`src/shared/sswo_cfg.svh`:
```
`ifndef SSWO_CFG_SVH
`define SSWO_CFG_SVH

// ----------------------------------------
// register placement
// ----------------------------------------
`define SSWO_ADDR 8'h09
`define SSWO_RESET 32'h00000000
`define SSWO_ZERO 32'h00000000

// ----------------------------------------
// bit positions of the status word
// ----------------------------------------
`define SSWO_B_TS_B 21
`define SSWO_B_TS_A 20
`define SSWO_B_P2_PHY 19
`define SSWO_B_P2_HI 18
`define SSWO_B_P2_RDY 17
`define SSWO_B_TX_ECC 12
`define SSWO_B_RX_ECC 11
`define SSWO_B_SPI_CRC 10
`define SSWO_B_P1_GAP 8
`define SSWO_B_P1_HI 5
`define SSWO_B_P1_RDY 4
`define SSWO_B_TX_RDY 3

// sticky bits that a host one clears
`define SSWO_W1C_MASK 32'h00301d08

// ----------------------------------------
// gap counter
// ----------------------------------------
`define SSWO_GAP_W 8
`define SSWO_GAP_MAX 8'hff
`define SSWO_GAP_ONE 8'h01
`define SSWO_GAP_ZERO 8'h00

`endif

```
`src/shared/sswo_pkg.sv`:
```
package sswo_pkg;

  // queue state of one receive port
  typedef struct packed {
    logic hi_frames;
    logic lo_frames;
    logic thresh_hit;
    logic eof_seen;
  } sswo_q_t;

  // static controls from the rest of the switch
  typedef struct packed {
    logic generic_spi;
    logic cut_through;
    logic low_priority_first_select;
    logic tx_rdy_on_empty;
    logic [7:0] p1_gap_threshold;
  } sswo_mode_t;

  // event pulses and levels feeding the word
  typedef struct packed {
    logic ts_slot_a;
    logic ts_slot_b;
    logic p2_phy_irq;
    logic [1:0] tx_ecc_err;
    logic [1:0] rx_ecc_err;
    logic spi_crc_err;
    logic tx_frame_done;
    logic tx_fifo_empty;
  } sswo_evt_t;

  typedef struct packed {
    logic [31:0] sticky;
    logic [7:0] gap_cnt;
    logic p1_act;
    logic p1_drop;
    logic [31:0] rdata;
    logic rvalid;
    logic [1:0] tx_flush;
    logic [1:0] rx_flush;
    logic next_port2;
    logic next_high;
  } sswo_state_t;

endpackage

```
`src/hw/sswo_top.sv`:
```
`include "sswo_cfg.svh"
`timescale 1ns/10ps
`default_nettype none

module sswo_top (
  input wire logic clk,
  input wire logic rst_n,
  input wire logic [7:0] reg_addr,
  input wire logic reg_wr,
  input wire logic reg_rd,
  input wire logic [31:0] reg_wdata,
  output logic [31:0] reg_rdata,
  output logic reg_rvalid,
  input wire sswo_pkg::sswo_evt_t evt,
  input wire sswo_pkg::sswo_mode_t mode,
  input wire sswo_pkg::sswo_q_t p1_q,
  input wire sswo_pkg::sswo_q_t p2_q,
  input wire logic p1_rx_active,
  output logic p1_frame_drop,
  output logic [1:0] tx_fifo_flush,
  output logic [1:0] rx_fifo_flush,
  output logic next_port2,
  output logic next_high
);
  import sswo_pkg::*;

  sswo_state_t st_r;
  sswo_state_t st_nxt;

  logic hit;
  logic wr_hit;
  logic p1_rdy;
  logic p2_rdy;
  logic sel_port2;
  logic sel_high;
  logic tx_rdy_set;
  logic gap_short;
  logic p1_start;
  logic [31:0] set_v;
  logic [31:0] clr_v;
  logic [31:0] live_v;
  logic [31:0] word_v;

  // ----------------------------------------
  // receive readiness and port choice
  // ----------------------------------------
  always_comb begin
    // store and forward needs a whole frame, cut through a threshold or an end
    if (mode.cut_through) begin
      p1_rdy = p1_q.thresh_hit || p1_q.eof_seen;
      p2_rdy = p2_q.thresh_hit || p2_q.eof_seen;
    end else begin
      p1_rdy = p1_q.hi_frames || p1_q.lo_frames;
      p2_rdy = p2_q.hi_frames || p2_q.lo_frames;
    end
  end

  sswo_rxsel u_rxsel (
    .clk(clk),
    .rst_n(rst_n),
    .p1_q(p1_q),
    .p2_q(p2_q),
    .p1_rdy(p1_rdy),
    .p2_rdy(p2_rdy),
    .low_first(mode.low_priority_first_select),
    .sel_port2(sel_port2),
    .sel_high(sel_high)
  );

  // ----------------------------------------
  // event decode
  // ----------------------------------------
  assign hit = (reg_addr == `SSWO_ADDR);
  assign wr_hit = reg_wr && hit;
  assign p1_start = p1_rx_active && !st_r.p1_act;
  assign gap_short = p1_start && (st_r.gap_cnt < mode.p1_gap_threshold);
  // with the empty control set, completion alone is not enough
  assign tx_rdy_set = evt.tx_frame_done &&
                      (!mode.tx_rdy_on_empty || evt.tx_fifo_empty);

  always_comb begin
    set_v = `SSWO_ZERO;
    set_v[`SSWO_B_TS_B] = evt.ts_slot_b;
    set_v[`SSWO_B_TS_A] = evt.ts_slot_a;
    set_v[`SSWO_B_TX_ECC] = |evt.tx_ecc_err;
    set_v[`SSWO_B_RX_ECC] = |evt.rx_ecc_err;
    // crc check only exists in the generic serial protocol
    set_v[`SSWO_B_SPI_CRC] = evt.spi_crc_err && mode.generic_spi;
    set_v[`SSWO_B_P1_GAP] = gap_short;
    set_v[`SSWO_B_TX_RDY] = tx_rdy_set;
  end

  // only sticky bits respond to writes; zeros and read-only bits drop out
  assign clr_v = wr_hit ? (reg_wdata & `SSWO_W1C_MASK) : `SSWO_ZERO;

  always_comb begin
    live_v = `SSWO_ZERO;
    // the phy summary has no clear here; the host clears it in the phy
    live_v[`SSWO_B_P2_PHY] = evt.p2_phy_irq;
    live_v[`SSWO_B_P2_HI] = p2_q.hi_frames && mode.generic_spi;
    live_v[`SSWO_B_P2_RDY] = p2_rdy && mode.generic_spi;
    live_v[`SSWO_B_P1_HI] = p1_q.hi_frames && mode.generic_spi;
    live_v[`SSWO_B_P1_RDY] = p1_rdy && mode.generic_spi;
  end

  assign word_v = (st_r.sticky & `SSWO_W1C_MASK) | live_v;

  // ----------------------------------------
  // next state
  // ----------------------------------------
  always_comb begin
    st_nxt = st_r;
    // set wins over a clear landing in the same cycle
    st_nxt.sticky = ((st_r.sticky & ~clr_v) | set_v) & `SSWO_W1C_MASK;

    // gap counter saturates so a long idle never wraps into a short gap
    st_nxt.p1_act = p1_rx_active;
    if (p1_rx_active) begin
      st_nxt.gap_cnt = `SSWO_GAP_ZERO;
    end else if (st_r.gap_cnt != `SSWO_GAP_MAX) begin
      st_nxt.gap_cnt = st_r.gap_cnt + `SSWO_GAP_ONE;
    end
    if (gap_short) begin
      st_nxt.p1_drop = 1'b1;
    end else if (!p1_rx_active) begin
      st_nxt.p1_drop = 1'b0;
    end

    // flush strobes to the fifo controllers: each error input registered, one cycle late and as long as it lasts
    st_nxt.tx_flush = evt.tx_ecc_err;
    st_nxt.rx_flush = evt.rx_ecc_err;

    st_nxt.rvalid = reg_rd;
    if (reg_rd) begin
      st_nxt.rdata = hit ? word_v : `SSWO_ZERO;
    end

    st_nxt.next_port2 = sel_port2;
    st_nxt.next_high = sel_high;
  end

  always_ff @(posedge clk or negedge rst_n) begin
    if (!rst_n) begin
      st_r.sticky <= `SSWO_RESET;
      st_r.gap_cnt <= `SSWO_GAP_MAX;
      st_r.p1_act <= 1'b0;
      st_r.p1_drop <= 1'b0;
      st_r.rdata <= `SSWO_RESET;
      st_r.rvalid <= 1'b0;
      st_r.tx_flush <= 2'h0;
      st_r.rx_flush <= 2'h0;
      st_r.next_port2 <= 1'b0;
      st_r.next_high <= 1'b0;
    end else begin
      st_r <= st_nxt;
    end
  end

  // ----------------------------------------
  // outputs
  // ----------------------------------------
  assign reg_rdata = st_r.rdata;
  assign reg_rvalid = st_r.rvalid;
  // a dropped frame is flagged from its first beat: gap_short is ored in unregistered
  // beside p1_drop, so the start beat is gated too
  assign p1_frame_drop = st_r.p1_drop || gap_short;
  assign tx_fifo_flush = st_r.tx_flush;
  assign rx_fifo_flush = st_r.rx_flush;
  assign next_port2 = st_r.next_port2;
  assign next_high = st_r.next_high;

  // ----------------------------------------
  // checks
  // ----------------------------------------
  property p_ts_slots;
    @(posedge clk) disable iff (!rst_n)
      (evt.ts_slot_a || evt.ts_slot_b)
      |=> (st_r.sticky[`SSWO_B_TS_A] || !$past(evt.ts_slot_a))
          && (st_r.sticky[`SSWO_B_TS_B] || !$past(evt.ts_slot_b));
  endproperty
  a_ts_slots: assert property (p_ts_slots)
    else $error("timestamp slot flag not set");

  property p_phy_live;
    @(posedge clk) disable iff (!rst_n)
      (reg_rd && hit) |=> (reg_rdata[`SSWO_B_P2_PHY] == $past(evt.p2_phy_irq));
  endproperty
  a_phy_live: assert property (p_phy_live)
    else $error("phy summary bit does not follow source");

  property p_hi_live;
    @(posedge clk) disable iff (!rst_n)
      (reg_rd && hit && mode.generic_spi)
      |=> (reg_rdata[`SSWO_B_P2_HI] == $past(p2_q.hi_frames));
  endproperty
  a_hi_live: assert property (p_hi_live)
    else $error("port 2 high priority bit wrong");

  property p_sf_ready;
    @(posedge clk) disable iff (!rst_n)
      (reg_rd && hit && mode.generic_spi && !mode.cut_through
       && !p1_q.hi_frames && !p1_q.lo_frames)
      |=> !reg_rdata[`SSWO_B_P1_RDY];
  endproperty
  a_sf_ready: assert property (p_sf_ready)
    else $error("port 1 ready with no frame queued");

  property p_tx_flush;
    @(posedge clk) disable iff (!rst_n)
      evt.tx_ecc_err[0]
      |=> (tx_fifo_flush[0] && st_r.sticky[`SSWO_B_TX_ECC])
          ##1 (tx_fifo_flush[0] == $past(evt.tx_ecc_err[0]));
  endproperty
  a_tx_flush: assert property (p_tx_flush)
    else $error("tx ecc error without flush");

  property p_rx_flush;
    @(posedge clk) disable iff (!rst_n)
      $rose(evt.rx_ecc_err[1])
      |=> (rx_fifo_flush[1] && st_r.sticky[`SSWO_B_RX_ECC]);
  endproperty
  a_rx_flush: assert property (p_rx_flush)
    else $error("rx ecc error without clear");

  property p_crc_gate;
    @(posedge clk) disable iff (!rst_n)
      (!mode.generic_spi && !st_r.sticky[`SSWO_B_SPI_CRC])
      |=> !st_r.sticky[`SSWO_B_SPI_CRC];
  endproperty
  a_crc_gate: assert property (p_crc_gate)
    else $error("crc flag set outside generic mode");

  property p_gap_drop;
    @(posedge clk) disable iff (!rst_n)
      (p1_rx_active && !st_r.p1_act && st_r.gap_cnt < mode.p1_gap_threshold)
      |-> p1_frame_drop ##1 st_r.sticky[`SSWO_B_P1_GAP];
  endproperty
  a_gap_drop: assert property (p_gap_drop)
    else $error("short gap frame not dropped");

  property p_tx_rdy;
    @(posedge clk) disable iff (!rst_n)
      (evt.tx_frame_done && mode.tx_rdy_on_empty && !evt.tx_fifo_empty
       && !st_r.sticky[`SSWO_B_TX_RDY])
      |=> !st_r.sticky[`SSWO_B_TX_RDY];
  endproperty
  a_tx_rdy: assert property (p_tx_rdy)
    else $error("tx ready set with fifo not empty");

  property p_zero_keep;
    @(posedge clk) disable iff (!rst_n)
      (wr_hit && !reg_wdata[`SSWO_B_TX_RDY] && st_r.sticky[`SSWO_B_TX_RDY])
      |=> st_r.sticky[`SSWO_B_TX_RDY];
  endproperty
  a_zero_keep: assert property (p_zero_keep)
    else $error("zero write cleared a sticky flag");

  property p_reserved;
    @(posedge clk) disable iff (!rst_n)
      reg_rvalid |-> (reg_rdata[31:22] == 10'h000) && (reg_rdata[16:13] == 4'h0);
  endproperty
  a_reserved: assert property (p_reserved)
    else $error("reserved bits read nonzero");

  property p_addr;
    @(posedge clk) disable iff (!rst_n)
      (reg_rd && !hit) |=> (reg_rdata == 32'h00000000);
  endproperty
  a_addr: assert property (p_addr)
    else $error("other address returned the status word");

endmodule

`default_nettype wire

```
`src/hw/sswo_rxsel.sv`:
```
`timescale 1ns/10ps
`default_nettype none

module sswo_rxsel (
  input wire logic clk,
  input wire logic rst_n,
  input wire sswo_pkg::sswo_q_t p1_q,
  input wire sswo_pkg::sswo_q_t p2_q,
  input wire logic p1_rdy,
  input wire logic p2_rdy,
  input wire logic low_first,
  output logic sel_port2,
  output logic sel_high
);
  import sswo_pkg::*;

  logic hi_sel;
  logic lo_sel;

  always_comb begin
    // port choice: a lone ready port wins, then a lone high flag
    if (p1_rdy && p2_rdy) begin
      sel_port2 = p2_q.hi_frames && !p1_q.hi_frames;
    end else begin
      sel_port2 = p2_rdy && !p1_rdy;
    end
    hi_sel = sel_port2 ? p2_q.hi_frames : p1_q.hi_frames;
    lo_sel = sel_port2 ? p2_q.lo_frames : p1_q.lo_frames;
    // both queues busy: the control flips the default order
    if (hi_sel && lo_sel) begin
      sel_high = !low_first;
    end else begin
      sel_high = hi_sel;
    end
  end

  property p_prio_order;
    @(posedge clk) disable iff (!rst_n)
      (!sel_port2 && p1_rdy && p1_q.hi_frames && p1_q.lo_frames)
      |-> (sel_high == !low_first);
  endproperty
  a_prio_order: assert property (p_prio_order)
    else $error("queue order ignores low priority first control");

  property p_port_pick;
    @(posedge clk) disable iff (!rst_n)
      (p1_rdy && p2_rdy && p2_q.hi_frames && !p1_q.hi_frames)
      |-> sel_port2;
  endproperty
  a_port_pick: assert property (p_port_pick)
    else $error("port 2 high priority frame not chosen");

endmodule

`default_nettype wire

```
`config.mk`:
```
export PLATFORM = sky130hd
export DESIGN_NAME = sswo_top
export DESIGN_NICKNAME = d
export VERILOG_FILES = /design/src/shared/sswo_pkg.sv /design/src/hw/sswo_top.sv /design/src/hw/sswo_rxsel.sv
export VERILOG_INCLUDE_DIRS = /design/src /design/src/shared
export SDC_FILE = /design/constraint.sdc
export NUM_CORES = 1
export LEC_CHECK = 0
export ABC_AREA = 1
export BUFFER_PORTS_ARGS = -buffer_cell sky130_fd_sc_hd__buf_2
export CAP_MARGIN = 20
export CORE_MARGIN = 5
export CORE_UTILIZATION = 30
export CTS_BUF_LIST = sky130_fd_sc_hd__clkbuf_8
export DETAILED_ROUTE_END_ITERATION = 8
export PLACE_DENSITY = 0.66
export SKIP_LAST_GASP = 1
export SLEW_MARGIN = 20
export SYNTH_ARGS = -nofsm -noshare
export SYNTH_HDL_FRONTEND = slang
export SYNTH_HIERARCHICAL = 1
export SYNTH_SLANG_ARGS = --single-unit
```
`constraint.sdc`:
```
create_clock -name clk -period 3.2 [get_ports clk]
set_input_delay 0.32 -clock clk [delete_from_list [all_inputs] [get_ports clk]]
set_output_delay 0.32 -clock clk [all_outputs]
set_load 0.005 [all_outputs]
```
==> reports/metrics.csv <==
metric;value;unit
WL per Instance;11.3;microns
number of distinct library cells after synthesis;24;
number of synthesized register bits;36;
count of filler cells inserted in the layout;740;
clock insertion delay at the later pin of the skew report;280;ps
fraction of registers with async set/reset;100;%
number of gates resized after CTS;0;
most repeated library cell on the critical path;nand2_1;
htree depth;2;
crit-path max FO;5;
remaining routing DRC violations;0;
synth-to-layout area growth;15.3;%
Initial DRC Count;93;
first-pass iteration count of the detailed router;4;
worst slew pin tran;817;ps
buffers inserted by post-CTS timing repair;0;
horizontal die dimension;93.1;microns
most numerous cell in the Yosys netlist;nand2_1;
category of the worst setup path launch point;flop;
cell family contributing the most delay on the critical path;flip-flops;
launching instance or port of the critical path;st_r[47]$_DFFE_PN1P_;
setup repair after global routing missed its margin;no;
number of ports placed on the die boundary;115;
Final Cycle Share;65.5;%
Final Hold Vio Count;0;
final HPWL from detailed placement;3.47;mm
number of pins with negative max-slew slack in the final report;0;
total routing resource utilization after global routing;10.7;%
status;complete, no violations;
global placement routability congestion;0.786;
CP endpoint kind;primary output;
global-route wire length before repair;7.31;mm
number of setup violations in the final report;0;
number of sinks driven by the clock tree;36;
grt total ovfl;0;
count of yosys warnings during synthesis;6;
cell area after synthesis;2070;sq um
Req. time, crit path;2880;ps
Final TNS setup;0;ps
vias in the first global route;1622;
Worst R2R Start;st_r[47]$_DFFE_PN1P_;
ys flop type;dfrtp_1;
proportion of layout cells with a drive suffix above 1;28.4;%
EDFF count, synth;0;
library cell contributing the largest single delay on the critical path;dfstp_2;
Bufs and invs on worst path;2;
largest net degree at the start of global routing;37;
placement row count;30;
DIE HEIGHT;93.1;microns
number of buffers created by CTS;5;
cells after synthesis;263;
final core utilization;35.4;%
FF+latch area;911;sq um
total wire length;4.51;mm
top achievable clock speed;477;MHz
initial antenna violation count;0;
Arr. time, crit path;1780;ps
total vias in the final route;1719;
cell type with the highest aggregate area in the netlist;dfrtp_1;
hold buffers post-CTS;0;
sequential-to-total area share from yosys stat;44.0;%
# diodes;0;
power per cell area;377;nW/um^2
maximum clock path buffer count;2;
cell types with the highest counts after synthesis;nand2_1, buf_4, inv_1;
Leakage;1.41;nW
Worst-path clk slew;70;ps
proportion of netlist area held by the largest area contributor;33.8;%
Fin Clk Skew;5.50;ps
classification of the worst-slack hold path;primary input to async pin;
Antenna Nets Post-Route;0;
final critical delay including setup and external delays;2100;ps
delay of the slowest cell on the worst path;570;ps
core region area;6760;sq um
Port Buffers;69;
Critical Setup Path Class;flop to primary output;
TritonCTS clock tree;built;
worst IR drop on VDD;129;uV
per-instance average area after synthesis;7.88;sq um
master cell of the clock root buffer;clkbuf_8;
max-slew headroom at the worst pin;45.6;%
worst-path cell chain;ha_1 > nand2_1 > inv_1 > and3_1 > nor2_1 > nand2_1 > nand2_1 > buf_2;
Max-Cap Viols;0;
biggest area contributors in the synthesized netlist;dfrtp_1, nand2_1, buf_4;
effective utilization at floorplan;30.7;%
area occupied by multi-input gates;818;sq um
full die area;8670;sq um
routed vias/inst;4.30;
final-stage net count;402;
==> cells by family (layout without fill, tap and decap cells) <==
| group | after synthesis | in the layout | share of synthesized area [%] |
|---|---|---|---|
| AOI/OAI and AO/OA | 8 | 8 | 1.93 |
| other | 1 | 20 | 0.181 |
| buffers and inverters | 72 | 110 | 20.0 |
| DFF | 36 | 36 | 44.0 |
| and+or+nand+nor | 138 | 138 | 29.1 |
| adders and majority gates | 8 | 8 | 4.83 |
==> path summary, 6_finish.rpt <==
check | end | slack [ps] | depth (start not counted)
worst max register to register | st_r[39]$_DFFE_PN0P_ | 1750 | 7
worst min register to register | reg_rdata[8]$_DFFE_PN0P_ | 480 | 2
worst max-delay path | p1_frame_drop | 1100 | 8
min in group clk | tx_fifo_flush[0]$_DFF_PN0_ | 150 | 1
worst min-delay path | st_r[57]$_DFF_PN0_ | 130 | 1
max in group asynchronous | reg_rdata[19]$_DFFE_PN0P_ | 2550 | 1
==> per-layer routing <==
layer  global-route usage, %  part of all wire (%)
met4                    2.93                  0.95
met1                    13.0                    43
met2                    17.6                    47
met5                       0                     0
met3                    4.02                   8.4
==> per-stage QoR <==
step | cells | setup WS, ps | area, sq um | hold slack (ps) | power [mW]
2_1_floorplan | 282 | 1640 | 2140 | 24.4 | 0.549
3_3_place_gp | 392 | 1430 | 2300 | 442 | 0.586
3_5_place_dp | 392 | 1400 | 2300 | 443 | 0.589
4_1_cts | 400 | 1080 | 2390 | 139 | 0.921
5_1_grt | 400 | 943 | 2390 | 136 | 0.954
6_report | 400 | 1100 | 2390 | 134 | 0.900
==> sequential cells by signal, summed over array words and instances (netlist names) <==
| register | count |
|---|---|
| rx_fifo_flush | 2 |
| tx_fifo_flush | 2 |
| next_high | 1 |
| next_port2 | 1 |
| st_r | 17 |
| reg_rvalid | 1 |
| reg_rdata | 12 |
==> cell usage in the layout, fill, tap and decap left out <==
master and instances:
a21oi_1 5, and3_1 1, buf_2 69, clkbuf_8 6, conb_1 20, dfrtp_1 28, dfstp_2 8, ha_1 8
inv_1 34, inv_2 1, nand2_1 80, nand3_1 27, nand3_2 2, nand4_1 5, nor2_1 16, nor2_2 2
nor2_4 1, nor3_1 2, nor3_2 1, o21ai_0 1, o21ai_1 2, or2_2 1
==> worst reg2reg max path, stage by stage (launching register included) <==
cell and delay, ps:
dfstp_2 570, ha_1 240, nand2_1 80, inv_1 50, and3_1 130, nor2_1 100
nand2_1 130, nand2_1 90
==> area by class of cell <==
class	instances	share of cell area (%)
inverters	33	5.19
multi-input cells	174	34.3
well taps	80	4.19
clock inverters	2	0.314
flip-flops and latches	36	38.1
repair buffers	69	14.5
clock buffers	6	3.46
==> report_power, final <==
| part | switching, mW | internal, mW | leakage (nW) |
|---|---|---|---|
| registers | 0.00656 | 0.469 | 0.419 |
| logic | 0.0613 | 0.0420 | 0.933 |
| clock network | 0.152 | 0.169 | 0.0538 |
No activity file was read; power rests on OpenSTA's default activity.
